### src/sensor_seq_pkg.sv
// Shared constants, mode and status types for the magnetic sensor sequencer.
// Operation
// - Compensation code 00b none, 01b 0.12 %/C, 11b 0.2 %/C, all three axes.
// - After supply reaches its minimum, standby follows a 270 us start-up.
// - Wake from sleep reaches standby within 50 us.
// - Standby to continuous measure takes 70 us before measuring starts.
// - Continuous mode, one channel: 50 us at averaging 000b, 825 us at 101b.
// - Averaging 000b: each further magnetic channel adds 25 us.
// - Averaging 000b: temperature channel enable does not change conversion time.
// - Averaging 101b: 32 samples per channel, each further channel adds 800 us.
// - Sleep is entered 20 us after the serial clock line returns high.
// - Host transactions are answered only in standby or continuous measure.
// - In sleep, own address wakes the device but is not acknowledged.
package sensor_seq_pkg;

  // Timing, in microseconds and core clock rate
  localparam int CLK_MHZ          = 40;
  localparam int T_POWER_UP_US    = 270;
  localparam int T_WAKE_US        = 50;
  localparam int T_START_MEAS_US  = 70;
  localparam int T_GO_SLEEP_US    = 20;
  // One sample slot; a conversion is one slot of overhead plus one per sample
  localparam int T_CONV_SLOT_US   = 25;
  localparam int AVG_MAX_SAMPLES  = 32;

  localparam int POWER_UP_CYCLES   = T_POWER_UP_US * CLK_MHZ;
  localparam int WAKE_CYCLES       = T_WAKE_US * CLK_MHZ;
  localparam int START_MEAS_CYCLES = T_START_MEAS_US * CLK_MHZ;
  localparam int GO_SLEEP_CYCLES   = T_GO_SLEEP_US * CLK_MHZ;
  localparam int CONV_SLOT_CYCLES  = T_CONV_SLOT_US * CLK_MHZ;

  // Longest conversion is 97 slots, 97000 cycles
  localparam int CNT_W = 17;

  // Operating mode codes
  localparam logic [1:0] OPMODE_STANDBY    = 2'h0;
  localparam logic [1:0] OPMODE_SLEEP      = 2'h1;
  localparam logic [1:0] OPMODE_CONTINUOUS = 2'h2;

  // Averaging codes
  localparam logic [2:0] AVG_SINGLE = 3'h0;
  localparam logic [2:0] AVG_MAX    = 3'h5;

  // Compensation select codes and coefficients in 0.01 %/C
  localparam logic [1:0] TEMPCO_NONE     = 2'h0;
  localparam logic [1:0] TEMPCO_LOW      = 2'h1;
  localparam logic [1:0] TEMPCO_RESERVED = 2'h2;
  localparam logic [1:0] TEMPCO_HIGH     = 2'h3;
  localparam logic [7:0] TEMPCO_VAL_NONE = 8'h00;
  localparam logic [7:0] TEMPCO_VAL_LOW  = 8'h0c;
  localparam logic [7:0] TEMPCO_VAL_HIGH = 8'h14;

  typedef enum logic [2:0] {
    M_POWER_UP,
    M_STANDBY,
    M_START_MEAS,
    M_MEASURE,
    M_GO_SLEEP,
    M_SLEEP,
    M_WAKING
  } mode_e;

  localparam mode_e MODE_RESET = M_POWER_UP;

  typedef struct packed {
    logic [1:0] op_mode;
    logic [2:0] conversion_averaging_select;
    logic [2:0] mag_channel_enable;
    logic       temperature_channel_enable;
    logic [1:0] magnet_temp_coefficient_select;
  } sense_cfg_s;

  typedef struct packed {
    mode_e mode;
    logic  i2c_respond;
    logic  wake_event;
    logic  result_valid;
    logic  conv_busy;
  } seq_status_s;

endpackage

### src/sensor_mode_seq.sv
// Power mode sequencer and conversion pacing for the three-axis sensor.
`timescale 1ns/10ps
module sensor_mode_seq import sensor_seq_pkg::*; #(
  parameter int POWER_UP_CNT = POWER_UP_CYCLES,
  parameter int SLOT_CNT     = CONV_SLOT_CYCLES
) (
  // Clock and reset
  input  wire logic       clk,
  input  wire logic       reset_n,
  input  wire logic       clk_en,
  // Pins
  input  wire logic       supply_ok,
  input  wire logic       scl_pin,
  // From the target interface logic
  input  wire logic       addr_match,
  input  wire sense_cfg_s cfg,
  // Status
  output seq_status_s     status,
  output logic [7:0]      temp_coefficient
);

  localparam logic [CNT_W-1:0] PU_LOAD    = CNT_W'(POWER_UP_CNT - 1);
  localparam logic [CNT_W-1:0] WAKE_LOAD  = CNT_W'(WAKE_CYCLES - 1);
  localparam logic [CNT_W-1:0] MEAS_LOAD  = CNT_W'(START_MEAS_CYCLES - 1);
  localparam logic [CNT_W-1:0] SLEEP_LOAD = CNT_W'(GO_SLEEP_CYCLES - 1);

  typedef struct packed {
    mode_e            mode;
    logic [CNT_W-1:0] timer;
    logic             sleep_armed;
    logic             conv_start;
    seq_status_s      status;
    logic [7:0]       tempco;
  } seq_state_s;

  seq_state_s q;
  seq_state_s d;

  logic supply_ok_s;
  logic scl_s;
  logic conv_busy;
  logic conv_done;

  bit_sync #(
    .WIDTH (2)
  ) u_pin_sync (
    .clk      (clk),
    .reset_n  (reset_n),
    .clk_en   (clk_en),
    .async_in ({supply_ok, scl_pin}),
    .sync_out ({supply_ok_s, scl_s})
  );

  conv_timer #(
    .SLOT_CYCLES (SLOT_CNT)
  ) u_conv_timer (
    .clk     (clk),
    .reset_n (reset_n),
    .clk_en  (clk_en),
    .start   (q.conv_start),
    .abort   (q.mode != M_MEASURE),
    .avg_sel (cfg.conversion_averaging_select),
    .mag_en  (cfg.mag_channel_enable),
    .busy    (conv_busy),
    .done    (conv_done)
  );

  function automatic logic [7:0] tempco_value(input logic [1:0] sel);
    logic [7:0] v;
    v = TEMPCO_VAL_NONE;
    unique case (sel)
      TEMPCO_NONE:     v = TEMPCO_VAL_NONE;
      TEMPCO_LOW:      v = TEMPCO_VAL_LOW;
      TEMPCO_RESERVED: v = TEMPCO_VAL_NONE;
      TEMPCO_HIGH:     v = TEMPCO_VAL_HIGH;
    endcase
    return v;
  endfunction

  always_comb begin
    d = q;
    if (clk_en) begin
      d.conv_start          = 1'b0;
      d.status.wake_event   = 1'b0;
      d.status.result_valid = 1'b0;
      // Re-arm only after the host leaves the sleep code, so a wake is not undone
      if (cfg.op_mode != OPMODE_SLEEP) begin
        d.sleep_armed = 1'b1;
      end
      if (!supply_ok_s) begin
        // Supply below minimum: hold the start-up count at its full length
        d.mode  = M_POWER_UP;
        d.timer = PU_LOAD;
      end else begin
        unique case (q.mode)
          M_POWER_UP: begin
            if (q.timer == '0) begin
              d.mode = M_STANDBY;
            end else begin
              d.timer = q.timer - CNT_W'(1);
            end
          end
          M_STANDBY: begin
            if (cfg.op_mode == OPMODE_CONTINUOUS) begin
              d.mode  = M_START_MEAS;
              d.timer = MEAS_LOAD;
            end else if (cfg.op_mode == OPMODE_SLEEP && q.sleep_armed) begin
              d.mode        = M_GO_SLEEP;
              d.timer       = SLEEP_LOAD;
              d.sleep_armed = 1'b0;
            end
          end
          M_START_MEAS: begin
            if (cfg.op_mode != OPMODE_CONTINUOUS) begin
              d.mode = M_STANDBY;
            end else if (q.timer == '0) begin
              d.mode = M_MEASURE;
            end else begin
              d.timer = q.timer - CNT_W'(1);
            end
          end
          M_MEASURE: begin
            if (cfg.op_mode != OPMODE_CONTINUOUS) begin
              d.mode = M_STANDBY;
            end else if (!conv_busy && !q.conv_start) begin
              d.conv_start = 1'b1;
            end
            // Results only at the end of a whole interval
            d.status.result_valid = conv_done;
          end
          M_GO_SLEEP: begin
            // The delay runs only while the clock line stays high
            if (!scl_s) begin
              d.timer = SLEEP_LOAD;
            end else if (q.timer == '0) begin
              d.mode = M_SLEEP;
            end else begin
              d.timer = q.timer - CNT_W'(1);
            end
          end
          M_SLEEP: begin
            if (addr_match) begin
              d.mode              = M_WAKING;
              d.timer             = WAKE_LOAD;
              d.status.wake_event = 1'b1;
            end
          end
          M_WAKING: begin
            if (q.timer == '0) begin
              d.mode = M_STANDBY;
            end else begin
              d.timer = q.timer - CNT_W'(1);
            end
          end
        endcase
      end
      d.status.mode        = d.mode;
      d.status.i2c_respond = (d.mode == M_STANDBY) || (d.mode == M_MEASURE);
      d.status.conv_busy   = conv_busy;
      d.tempco             = tempco_value(cfg.magnet_temp_coefficient_select);
    end
  end

  always_ff @(posedge clk or negedge reset_n) begin
    if (!reset_n) begin
      q             <= '0;
      q.mode        <= MODE_RESET;
      q.timer       <= PU_LOAD;
      q.status.mode <= MODE_RESET;
    end else begin
      q <= d;
    end
  end

  assign status           = q.status;
  assign temp_coefficient = q.tempco;

  // Checking aids: enabled cycles spent in the current mode, and the run of
  // clock-line-high cycles while heading for sleep
  int dwell_q;
  int high_run_q;

  // Supply low holds the start-up count at full length, so the dwell restarts too
  always_ff @(posedge clk or negedge reset_n) begin
    if (!reset_n) begin
      dwell_q    <= 0;
      high_run_q <= 0;
    end else if (clk_en) begin
      dwell_q    <= (d.mode != q.mode || !supply_ok_s) ? 0 : dwell_q + 1;
      high_run_q <= (q.mode == M_GO_SLEEP && scl_s) ? high_run_q + 1 : 0;
    end
  end
endmodule

### src/bit_sync.sv
// Two-flop synchroniser for pin-level inputs.
`timescale 1ns/10ps
module bit_sync import sensor_seq_pkg::*; #(
  parameter int WIDTH = 1
) (
  // Clock and reset
  input  wire logic             clk,
  input  wire logic             reset_n,
  input  wire logic             clk_en,
  // Levels
  input  wire logic [WIDTH-1:0] async_in,
  output logic      [WIDTH-1:0] sync_out
);

  typedef struct packed {
    logic [WIDTH-1:0] meta;
    logic [WIDTH-1:0] stable;
  } sync_s;

  sync_s q;
  sync_s d;

  always_comb begin
    d = q;
    if (clk_en) begin
      d.meta   = async_in;
      d.stable = q.meta;
    end
  end

  always_ff @(posedge clk or negedge reset_n) begin
    if (!reset_n) begin
      q <= '0;
    end else begin
      q <= d;
    end
  end

  assign sync_out = q.stable;

endmodule

### src/conv_timer.sv
// Conversion interval timer: length from averaging and channel settings.
`timescale 1ns/10ps
module conv_timer import sensor_seq_pkg::*; #(
  parameter int SLOT_CYCLES = CONV_SLOT_CYCLES
) (
  // Clock and reset
  input  wire logic       clk,
  input  wire logic       reset_n,
  input  wire logic       clk_en,
  // Control
  input  wire logic       start,
  input  wire logic       abort,
  input  wire logic [2:0] avg_sel,
  input  wire logic [2:0] mag_en,
  // Status
  output logic            busy,
  output logic            done
);

  typedef struct packed {
    logic             busy;
    logic             done;
    logic [CNT_W-1:0] cnt;
  } timer_s;

  timer_s q;
  timer_s d;

  // Temperature channel has no say in the length
  function automatic logic [CNT_W-1:0] conv_cycles(input logic [2:0] avg,
                                                    input logic [2:0] en);
    int samples;
    int nch;
    samples = 1 << ((avg > AVG_MAX) ? int'(AVG_MAX) : int'(avg));
    nch     = int'(en[0]) + int'(en[1]) + int'(en[2]);
    if (nch == 0) begin
      nch = 1;
    end
    conv_cycles = CNT_W'(SLOT_CYCLES * (1 + samples * nch));
  endfunction

  always_comb begin
    d      = q;
    d.done = 1'b0;
    if (clk_en) begin
      if (abort) begin
        d.busy = 1'b0;
      end else if (start) begin
        d.busy = 1'b1;
        d.cnt  = conv_cycles(avg_sel, mag_en) - CNT_W'(1);
      end else if (q.busy) begin
        if (q.cnt == '0) begin
          d.busy = 1'b0;
          d.done = 1'b1;
        end else begin
          d.cnt = q.cnt - CNT_W'(1);
        end
      end
    end else begin
      d.done = q.done;
    end
  end

  always_ff @(posedge clk or negedge reset_n) begin
    if (!reset_n) begin
      q <= '0;
    end else begin
      q <= d;
    end
  end

  assign busy = q.busy;
  assign done = q.done;

  // Checking aids: length of the running conversion and its settings
  int         run_len;
  logic [2:0] lat_avg;
  int         lat_nch;

  always_ff @(posedge clk or negedge reset_n) begin
    if (!reset_n) begin
      run_len <= 0;
      lat_avg <= 3'h0;
      lat_nch <= 1;
    end else if (clk_en) begin
      if (start) begin
        run_len <= 0;
        lat_avg <= avg_sel;
        lat_nch <= (mag_en == 3'h0) ? 1 : int'(mag_en[0]) + int'(mag_en[1]) + int'(mag_en[2]);
      end else if (q.busy) begin
        run_len <= run_len + 1;
      end
    end
  end
endmodule

### config.mk
export PLATFORM = sky130hd
export DESIGN_NAME = sensor_mode_seq
export DESIGN_NICKNAME = d
export VERILOG_FILES = /design/src/sensor_seq_pkg.sv /design/src/sensor_mode_seq.sv /design/src/bit_sync.sv /design/src/conv_timer.sv
export SDC_FILE = /design/constraint.sdc
export NUM_CORES = 1
export LEC_CHECK = 0
export BUFFER_PORTS_ARGS = -buffer_cell sky130_fd_sc_hd__buf_2
export CAP_MARGIN = 20
export CELL_PAD_IN_SITES_DETAIL_PLACEMENT = 0
export CELL_PAD_IN_SITES_GLOBAL_PLACEMENT = 1
export CORE_ASPECT_RATIO = 0.5
export CORE_MARGIN = 10
export CORE_UTILIZATION = 48
export CTS_CLUSTER_DIAMETER = 80
export DETAILED_ROUTE_END_ITERATION = 16
export GPL_TIMING_DRIVEN = 0
export PLACE_DENSITY_LB_ADDON = 0.1
export SKIP_LAST_GASP = 1
export SLEW_MARGIN = 20
export SYNTH_ARGS = -nofsm -noshare
export SYNTH_HDL_FRONTEND = slang
export SYNTH_SLANG_ARGS = --single-unit
### constraint.sdc
create_clock -name clk -period 3.5 [get_ports clk]
set_clock_uncertainty 0.2 [all_clocks]
set_input_delay 0.7 -clock clk [delete_from_list [all_inputs] [get_ports clk]]
set_output_delay 0.7 -clock clk [all_outputs]
set_load 0.005 [all_outputs]
==> results of run 1 <==
cell usage after synthesis, types with 10 or more instances:
cell type	count	area, um2
ha_1	63	788
dfrtp_1	44	1100
clkbuf_1	21	78.8
nand2b_1	13	81.3
a21oi_1	44	220
inv_1	94	353
nand2_1	30	113
nor4_1	10	62.6
nor2_1	57	214
buf_4	15	113
o21ai_0	69	345
nand3_1	12	60.1
fa_1	33	661
xnor2_1	26	228
nor3_1	20	100
xor2_1	15	131
logic make-up after synthesis:
group                      count (synthesis)
AOI/OAI and AO/OA                        177
xor gates and xnor gates                  42
adders and majority gates                 98
buffers and inverters                    130
DFF                                       52
muxes                                      6
other                                      2
and+or+nand+nor                          177
critical path: cells and delay by family:
family | cells | cell delay (ns)
AOI/OAI and AO/OA | 2 | 0.20
and+or+nand+nor | 6 | 2.03
xor gates and xnor gates | 2 | 0.27
buffers and inverters | 3 | 0.22
adders and majority gates | 12 | 3.98
power breakdown:
group          leakage (nW)  internal, mW  switching (mW)
clock                0.0808         0.337           0.231
sequential            0.676         0.619          0.0124
combinational          2.51          2.05            2.13
total                  3.26          3.00            2.37
how the worst max path moves through the flow:
| stage | end | from | cells after the start |
|---|---|---|---|
| floorplan | u_conv_timer.q[16] | cfg[3] | 28 |
| global placement | u_conv_timer.q[16] | cfg[3] | 34 |
| detailed placement | u_conv_timer.q[16] | cfg[3] | 34 |
| CTS | u_conv_timer.q[16] | cfg[3] | 29 |
| global route | u_conv_timer.q[16] | cfg[4] | 32 |
| finish | u_conv_timer.q[16] | cfg[4] | 25 |
per-layer routing:
| layer | wire length, um | global-route usage, % | up-vias |
|---|---|---|---|
| li1 | - | - | 2460 |
| met1 | 6230 | 19.7 | 2376 |
| met2 | 6540 | 26.8 | 73 |
| met3 | 387 | 1.82 | 10 |
| met4 | 100 | 2.91 | 0 |
| met5 | 0 | 0 | - |
final cells by class:
cell class | count | area (um2) | share of cell area [%]
well taps | 165 | 206 | 2.85
plain buffers | 35 | 198 | 2.73
flip-flops and latches | 52 | 1310 | 18.1
clock inverters | 2 | 35.0 | 0.484
repair buffers | 60 | 432 | 5.96
multi-input cells | 512 | 4580 | 63.2
clock buffers | 6 | 129 | 1.78
inverters | 94 | 355 | 4.90
flip-flops by register name, summed over array words and instances, names as in the netlist:
name                 flops
q                       19
u_conv_timer.done        1
u_pin_sync.q             2
temp_coefficient         3
u_conv_timer.busy        1
u_conv_timer.q          17
u_pin_sync.sync_out      2
status                   7
through the flow:
step	power (mW)	instance area (um2)	setup slack, ns	TNS, ns
detailed placement	3.70	6380	-4.79	-40.68
floorplan	3.21	6060	-4.13	-33.88
finish	5.37	7250	-3.94	-32.28
global route	5.82	7250	-4.24	-35.18
CTS	4.72	7040	-4.04	-32.47
global placement	3.63	6380	-4.81	-40.54
what timing repair did:
action / in CTS / in global routing
hold buffers: 0 / 0
gates cloned: 0 / 0
setup buffers: 30 / 7
setup endpoints to repair: 12 / 19
pin swaps: 44 / 17
resized for setup: 47 / 20
==> impl_metrics.json, run 1 <==
{
  "whs_ns": 0.241,
  "rr_endpoint": "u_conv_timer.q[9]",
  "ys_seq_elements": 52,
  "numCtsBuffers": 5,
  "synthFlopType": "dfrtp_1",
  "core-area_um2": 11700,
  "finalNetCount": 873,
  "synthToLayoutAreaGrowth_pct": 26.5,
  "grt_max_degree": 53,
  "powerDensity_nw_per_um2": 742,
  "clkLatencyLatePin_ns": 0.29,
  "rows": 28,
  "cpMaxStageDelayCell": "fa_2",
  "grt_pass1_vias": 4866,
  "root_buffer": "clkbuf_16",
  "ys_seq_area_share_pct": 22.9,
  "synth_mux_area_share_pct": 1.16,
  "start_util_pct": 48.8,
  "cts_sinks": 52,
  "dp.cells": 882,
  "fin_ws_ns": -3.94,
  "insertedDiodeCount": 0,
  "synth_xor_area_share_pct": 6.55,
  "hpwl_um": 9710,
  "hold_violations": 0,
  "post_drt_wl_per_cell_um": 14.3,
  "crit_path_end_kind": "flip-flop",
  "synth_top_family_by_area": "adder cells",
  "avgSynthCellArea_um2": 8.38,
  "grt_usage_pct": 15.2,
  "cp.arrival_ns": 7.42,
  "vias": 4919,
  "fp.dieArea_um2": 17000,
  "synth_compound_area_share_pct": 18.7,
  "layout_commonest_cell": "inv_1",
  "rrSetupSlack_ns": 0.32,
  "fillCellCount": 1016,
  "synthesis.area_um2": 5730,
  "worst-path-max-fanout": 5,
  "synth_warnings": 0,
  "cts_max_path_buffers": 2,
  "max_slew_margin_pct": 41.8,
  "synth_fa_ha_area_share_pct": 25.6,
  "rr_worst_depth": 10,
  "async_reset_ff_share_pct": 100,
  "cp.required_ns": 3.48,
  "port-buffer-count": 23,
  "routed_wl_um": 13300,
  "fin_cells": 926,
  "max_freq_mhz": 134,
  "critPathMostFrequentCell": "ha_4",
  "slew_viol_final": 0,
  "reg2reg_from": "u_conv_timer.q[0]",
  "critPathMaxStageDelay_ns": 0.63,
  "violations": "negative setup slack",
  "clkTransAtPathRegs_ns": 0.07,
  "die_x_um": 175,
  "syn_inst": 684,
  "finalSetupViolCount": 12,
  "fin_crit_sh_pct": 212,
  "irDropWorstVdd_uv": 646,
  "firstDrtPassIters": 4,
  "rsz0062_at_grt": "yes",
  "drcViolationCount": 0,
  "worstMarginPinSlew_ns": 0.863,
  "cts_tree": "done",
  "status": "finished, violations left",
  "grt_overflow_total": 0,
  "grt_pass1_wl_um": 22500,
  "synth-simple-area-share_pct": 15.5,
  "htree_levels": 2,
  "vias_per_cell": 5.31,
  "drive_gt1_share_pct": 24.2,
  "synth_edf_count": 0,
  "p_leak_nw": 3.26,
  "netlist-cell-type-count": 58,
  "io_pins": 32,
  "hp-class": "in -> async",
  "postRouteAntennaNets": 0,
  "drt-initial-drc-count": 310,
  "critPathLaunchType": "input port",
  "path_class": "in -> reg",
  "period_minus_slack_ns": 7.44,
  "antenna_found_initial": 0,
  "cap_violations": 0,
  "fin_util_pct": 61.7,
  "gp_congestion": 0.849,
  "die_h_um": 97.3,
  "final_cell_mix": "inv_1, o21ai_0, nor2_1"
}
(Power assumes the default switching activity.)
==> inputs of run 2 (changes only) <==
--- a/config.mk
+++ b/config.mk
@@ -5,15 +5,15 @@
 export SDC_FILE = /design/constraint.sdc
 export NUM_CORES = 1
 export LEC_CHECK = 0
-export BUFFER_PORTS_ARGS = -buffer_cell sky130_fd_sc_hd__buf_2
 export CAP_MARGIN = 20
 export CELL_PAD_IN_SITES_DETAIL_PLACEMENT = 0
 export CELL_PAD_IN_SITES_GLOBAL_PLACEMENT = 1
 export CORE_ASPECT_RATIO = 0.5
 export CORE_MARGIN = 10
-export CORE_UTILIZATION = 48
+export CORE_UTILIZATION = 50
 export CTS_CLUSTER_DIAMETER = 80
 export DETAILED_ROUTE_END_ITERATION = 16
+export DONT_BUFFER_PORTS = 1
 export GPL_TIMING_DRIVEN = 0
 export PLACE_DENSITY_LB_ADDON = 0.1
 export SKIP_LAST_GASP = 1
==> run 2 against run 1 <==
  * Final cell count fell by 4.0%
  * Maximum frequency rose by 0.79%
  * Highest routed layer unchanged
  * Register-to-register slack got worse by 0.06 ns
  * Non-clock buffer count fell by 17
  * Critical path type unchanged
  * The flow still finishes with violations (negative setup slack)
  * Combinational power rose by 4%
  * Critical path depth rose by 7
==> impl_metrics.json, run 2 (same netlist as run 1, synthesis figures left out) <==
{
  "core-area_um2": 11100,
  "crit_path_end_kind": "flip-flop",
  "cap_violations": 0,
  "grt_pass1_vias": 4814,
  "worstMarginPinSlew_ns": 0.841,
  "fin_util_pct": 64.6,
  "slew_viol_final": 0,
  "dp.cells": 839,
  "io_pins": 32,
  "cp.required_ns": 3.47,
  "rrSetupSlack_ns": 0.26,
  "layout_commonest_cell": "inv_1",
  "cts_max_path_buffers": 2,
  "drt-initial-drc-count": 324,
  "start_util_pct": 51.7,
  "synthToLayoutAreaGrowth_pct": 24.9,
  "fin_crit_sh_pct": 211,
  "gp_congestion": 0.867,
  "die_x_um": 171,
  "irDropWorstVdd_uv": 729,
  "critPathMaxStageDelay_ns": 0.55,
  "cpMaxStageDelayCell": "or4_4",
  "placed_area_um2": 6240,
  "max_freq_mhz": 136,
  "vias_per_cell": 5.46,
  "cp.arrival_ns": 7.35,
  "violations": "negative setup slack",
  "firstDrtPassIters": 4,
  "grt_overflow_total": 0,
  "fp.dieArea_um2": 16400,
  "whs_ns": 0.0463,
  "final_area_um2": 7160,
  "p_leak_nw": 3.22,
  "final_cell_mix": "inv_1, o21ai_0, nor2_1",
  "vias": 4853,
  "critPathMostFrequentCell": "ha_4",
  "max_slew_margin_pct": 43.4,
  "insertedDiodeCount": 0,
  "status": "finished, violations left",
  "rsz0062_at_grt": "yes",
  "port-buffer-count": 0,
  "postRouteAntennaNets": 0,
  "powerDensity_nw_per_um2": 766,
  "finalNetCount": 856,
  "regMostFlops": "q",
  "largest_reg_flops": 19,
  "cts_sinks": 52,
  "grt_pass1_wl_um": 22600,
  "top_regs": "q x19, u_conv_timer.q x17, status x7",
  "routed_wl_um": 13300,
  "clkTransAtPathRegs_ns": 0.07,
  "antenna_found_initial": 0,
  "fin_cells": 889,
  "post_drt_wl_per_cell_um": 15.0,
  "drcViolationCount": 0,
  "grt_usage_pct": 16.5,
  "drive_gt1_share_pct": 23.7,
  "pre_cts_slack_ns": -4.65,
  "rows": 27,
  "numCtsBuffers": 5,
  "hp-class": "in -> async",
  "critPathLaunchType": "input port",
  "hpwl_um": 9490,
  "cts_tree": "done",
  "clkLatencyLatePin_ns": 0.29,
  "period_minus_slack_ns": 7.38,
  "die_h_um": 95.7,
  "finalSetupViolCount": 11,
  "worst-path-max-fanout": 7,
  "grt_max_degree": 45,
  "hold_violations": 0,
  "path_class": "in -> reg",
  "root_buffer": "clkbuf_16",
  "fin_ws_ns": -3.88,
  "htree_levels": 2
}
[run 2: critical path: cells and delay by family]
family                     cells  cell delay (ns)
buffers and inverters          8             0.71
AOI/OAI and AO/OA              5             0.93
and+or+nand+nor                4             0.80
xor gates and xnor gates       3             0.38
adders and majority gates     12             3.82
[run 2: worst paths after layout]
| kind | start | to | depth (start not counted) |
|---|---|---|---|
| min | reset_n | status[0] | 1 |
| min in group clk | q[31] | q[31] | 1 |
| max in group asynchronous | reset_n | u_conv_timer.q[5] | 1 |
| max | cfg[3] | u_conv_timer.q[16] | 32 |
| min reg2reg | q[31] | q[31] | 1 |
| max reg2reg | u_conv_timer.q[0] | u_conv_timer.q[15] | 9 |
[run 2: per-layer routing]
layer | share of wire, % | GRT usage, % | vias to the layer above | wire [um]
li1 | - | - | 2419 | -
met1 | 45 | 20.8 | 2337 | 6030
met2 | 51 | 30.2 | 83 | 6750
met3 | 3.3 | 2.00 | 14 | 444
met4 | 0.92 | 2.95 | 0 | 123
met5 | 0 | 0 | - | 0
[run 2: cell type report]
cell class | count | area [um2]
Buffer | 35 | 200
Clock buffer | 7 | 143
Clock inverter | 1 | 7.51
Fill cell | 936 | 3920
Inverter | 94 | 355
Multi-Input combinational cell | 512 | 4580
Sequential cell | 52 | 1310
Tap cell | 145 | 181
Timing Repair Buffer | 43 | 377
[run 2: power by group]
group	internal, mW	total (mW)	switching, mW
Clock	0.286	0.507	0.221
Sequential	0.620	0.632	0.0127
Combinational	2.16	4.34	2.18
Total	3.07	5.48	2.41
[run 2: metrics by stage]
step,setup TNS [ns],power (mW)
after floorplan,-33.88,3.21
after global placement,-38.68,3.59
after detailed placement,-39.01,3.66
after CTS,-31.53,4.67
after global routing,-34.24,5.95
final,-31.82,5.48
[run 2: timing repair]
action	CTS	global route
gates resized for setup	48	38
cloned	0	0
pin swaps	37	39
hold buffers	1	0
buffers inserted	29	13
endpoints found under the hold margin	44	0
setup endpoints to repair	12	19
==> inputs of run 3 (changes only) <==
--- a/config.mk
+++ b/config.mk
@@ -10,7 +10,7 @@
 export CELL_PAD_IN_SITES_GLOBAL_PLACEMENT = 1
 export CORE_ASPECT_RATIO = 0.5
 export CORE_MARGIN = 10
-export CORE_UTILIZATION = 50
+export CORE_UTILIZATION = 54
 export CTS_CLUSTER_DIAMETER = 80
 export DETAILED_ROUTE_END_ITERATION = 16
 export DONT_BUFFER_PORTS = 1
==> constraint.sdc (replaced) <==
create_clock -name clk -period 9.1 [get_ports clk]
set_clock_uncertainty 0.2 [all_clocks]
set_input_delay 1.82 -clock clk [delete_from_list [all_inputs] [get_ports clk]]
set_output_delay 1.82 -clock clk [all_outputs]
set_load 0.005 [all_outputs]
==> run 3 against run 2 <==
  * The flow now finishes without violations
  * Clock power decreased by 57%
  * Flip-flop and latch count unchanged
  * Final cell count decreased by 3.6%
  * Register-to-register slack improved by 5.4 ns
==> impl_metrics.json, run 3 (same netlist as run 1, synthesis figures left out) <==
{
  "reg2reg_from": "u_conv_timer.q[0]",
  "fp.dieArea_um2": 15400,
  "postRouteAntennaNets": 0,
  "cp.arrival_ns": 8.85,
  "slew_viol_final": 0,
  "post_drt_wl_per_cell_um": 13.9,
  "critPathLaunchType": "input port",
  "grt_max_degree": 53,
  "numCtsBuffers": 5,
  "port-buffer-count": 0,
  "grt_pass1_vias": 4573,
  "rows": 26,
  "fillCellCount": 919,
  "finalNetCount": 829,
  "p_comb_share_pct": 71.2,
  "ctsHoldBuffers": 0,
  "firstDrtPassIters": 4,
  "rr_endpoint": "u_conv_timer.q[5]",
  "grt_overflow_total": 0,
  "core-area_um2": 10300,
  "worst-path-max-fanout": 5,
  "layout_commonest_cell": "inv_1",
  "start_util_pct": 55.7,
  "hold_violations": 0,
  "root_buffer": "clkbuf_16",
  "top_regs": "q x19, u_conv_timer.q x17, status x7",
  "vias_per_cell": 5.42,
  "clkLatencyLatePin_ns": 0.29,
  "clkTransAtPathRegs_ns": 0.07,
  "insertedDiodeCount": 0,
  "p_leak_nw": 3.01,
  "cts_sinks": 52,
  "hp-class": "reg -> reg",
  "crit_path_end_kind": "flip-flop",
  "swShare_pct": 44.2,
  "regMostFlops": "q",
  "antenna_found_initial": 0,
  "grt_pass1_wl_um": 20700,
  "io_pins": 32,
  "die_x_um": 166,
  "fin_crit_sh_pct": 97.5,
  "drive_gt1_share_pct": 12.0,
  "htree_levels": 2,
  "endpoint": "u_conv_timer.q[16]",
  "fin_util_pct": 62.5,
  "drcViolationCount": 0,
  "powerDensity_nw_per_um2": 250,
  "rr_worst_depth": 10,
  "vias": 4642,
  "finalSetupViolCount": 0,
  "critPathMaxStageDelay_ns": 0.62,
  "period_minus_slack_ns": 8.87,
  "routed_wl_um": 11900,
  "final_cell_mix": "inv_1, o21ai_0, nor2_1",
  "die_h_um": 92.8,
  "irDropWorstVdd_uv": 162,
  "pwr-share-seq_pct": 15.1,
  "rrSetupSlack_ns": 5.62,
  "worstMarginPinSlew_ns": 1.07,
  "cts_tree": "done",
  "grt_usage_pct": 15.4,
  "pwr-share-clk_pct": 13.6,
  "hpwl_um": 9240,
  "critical_path.startpoint": "cfg[3]",
  "gp_congestion": 0.850,
  "power.switching_uw": 709,
  "status": "completed",
  "cap_violations": 0,
  "cp.required_ns": 9.08,
  "drt-initial-drc-count": 265,
  "synthToLayoutAreaGrowth_pct": 12.2,
  "cpMaxStageDelayCell": "fa_2",
  "p_total_mw": 1.60,
  "max_freq_mhz": 113,
  "cts_max_path_buffers": 2,
  "path_class": "in -> reg",
  "whs_ns": 0.277,
  "power.internal_uw": 896,
  "max_slew_margin_pct": 28.3,
  "largest_reg_flops": 19
}
run 3: cell count changes in the layout (fill, tap and decap cells not counted), moves of 8 or more:
cell	previous run	this run
buf_4	48	31
o21ai_0	61	69
ha_1	38	54
buf_6	9	0
ha_4	23	8
inv_2	11	2
inv_1	82	92
run 3: power groups by stage:
stage          Clock [mW]  Sequential, mW  Combinational [mW]
2_1_floorplan           0           0.246               0.916
3_3_place_gp            0           0.247                1.05
3_5_place_dp            0           0.247                1.07
4_1_cts             0.222           0.242                1.09
5_1_grt             0.235           0.243                1.31
6_report            0.219           0.242                1.14
run 3: worst min-delay path by stage:
stage | startpoint | endpoint | slack [ns] | cells after the start
2_1_floorplan | q[31] | q[31] | 0.25 | 1
3_3_place_gp | q[31] | q[31] | 0.27 | 1
3_5_place_dp | q[31] | q[31] | 0.27 | 1
4_1_cts | q[31] | q[31] | 0.28 | 1
5_1_grt | q[31] | q[31] | 0.30 | 1
6_report | q[31] | q[31] | 0.28 | 1
run 3: per-stage QoR:
step | instance area [um2] | std cells | setup TNS [ns] | setup WS [ns]
final | 6430 | 857 | 0 | 0.229
after floorplan | 5830 | 694 | 0 | 0.00292
after detailed placement | 6010 | 834 | -2.03 | -0.568
after global routing | 6430 | 857 | -0.00257 | -0.00257
after CTS | 6250 | 845 | 0 | 0.000241
after global placement | 6010 | 834 | -1.67 | -0.475
run 3: worst max-delay path: cells and delay by family:
kind | cells | cell delay [ns]
simple gates | 6 | 1.45
compound gates | 3 | 0.39
xor+xnor | 3 | 0.44
buf+inv | 3 | 0.19
fa+ha+maj | 13 | 4.55
run 3: timing repair:
action / in CTS / in global routing
setup buffers: 3 / 13
endpoints found under the setup margin: 3 / 4
gates cloned: 0 / 0
resized for setup: 7 / 13
endpoints found under the hold margin: 0 / 0
pin swaps: 3 / 9
run 3: metal layers:
metal | part of all wire [%] | GRT usage (%)
met3 | 3.5 | 2.15
met5 | 0 | 0
met4 | 0.93 | 3.15
met2 | 49 | 28.0
met1 | 47 | 19.0
run 3: layout make-up:
type	instances	area, um2	area share (%)
inverters	94	353	5.49
repair buffers	16	120	1.87
multi-input cells	512	4110	63.9
well taps	140	175	2.72
plain buffers	35	188	2.92
clock buffers	5	125	1.95
flip-flops and latches	52	1310	20.4
clock inverters	3	47.5	0.740
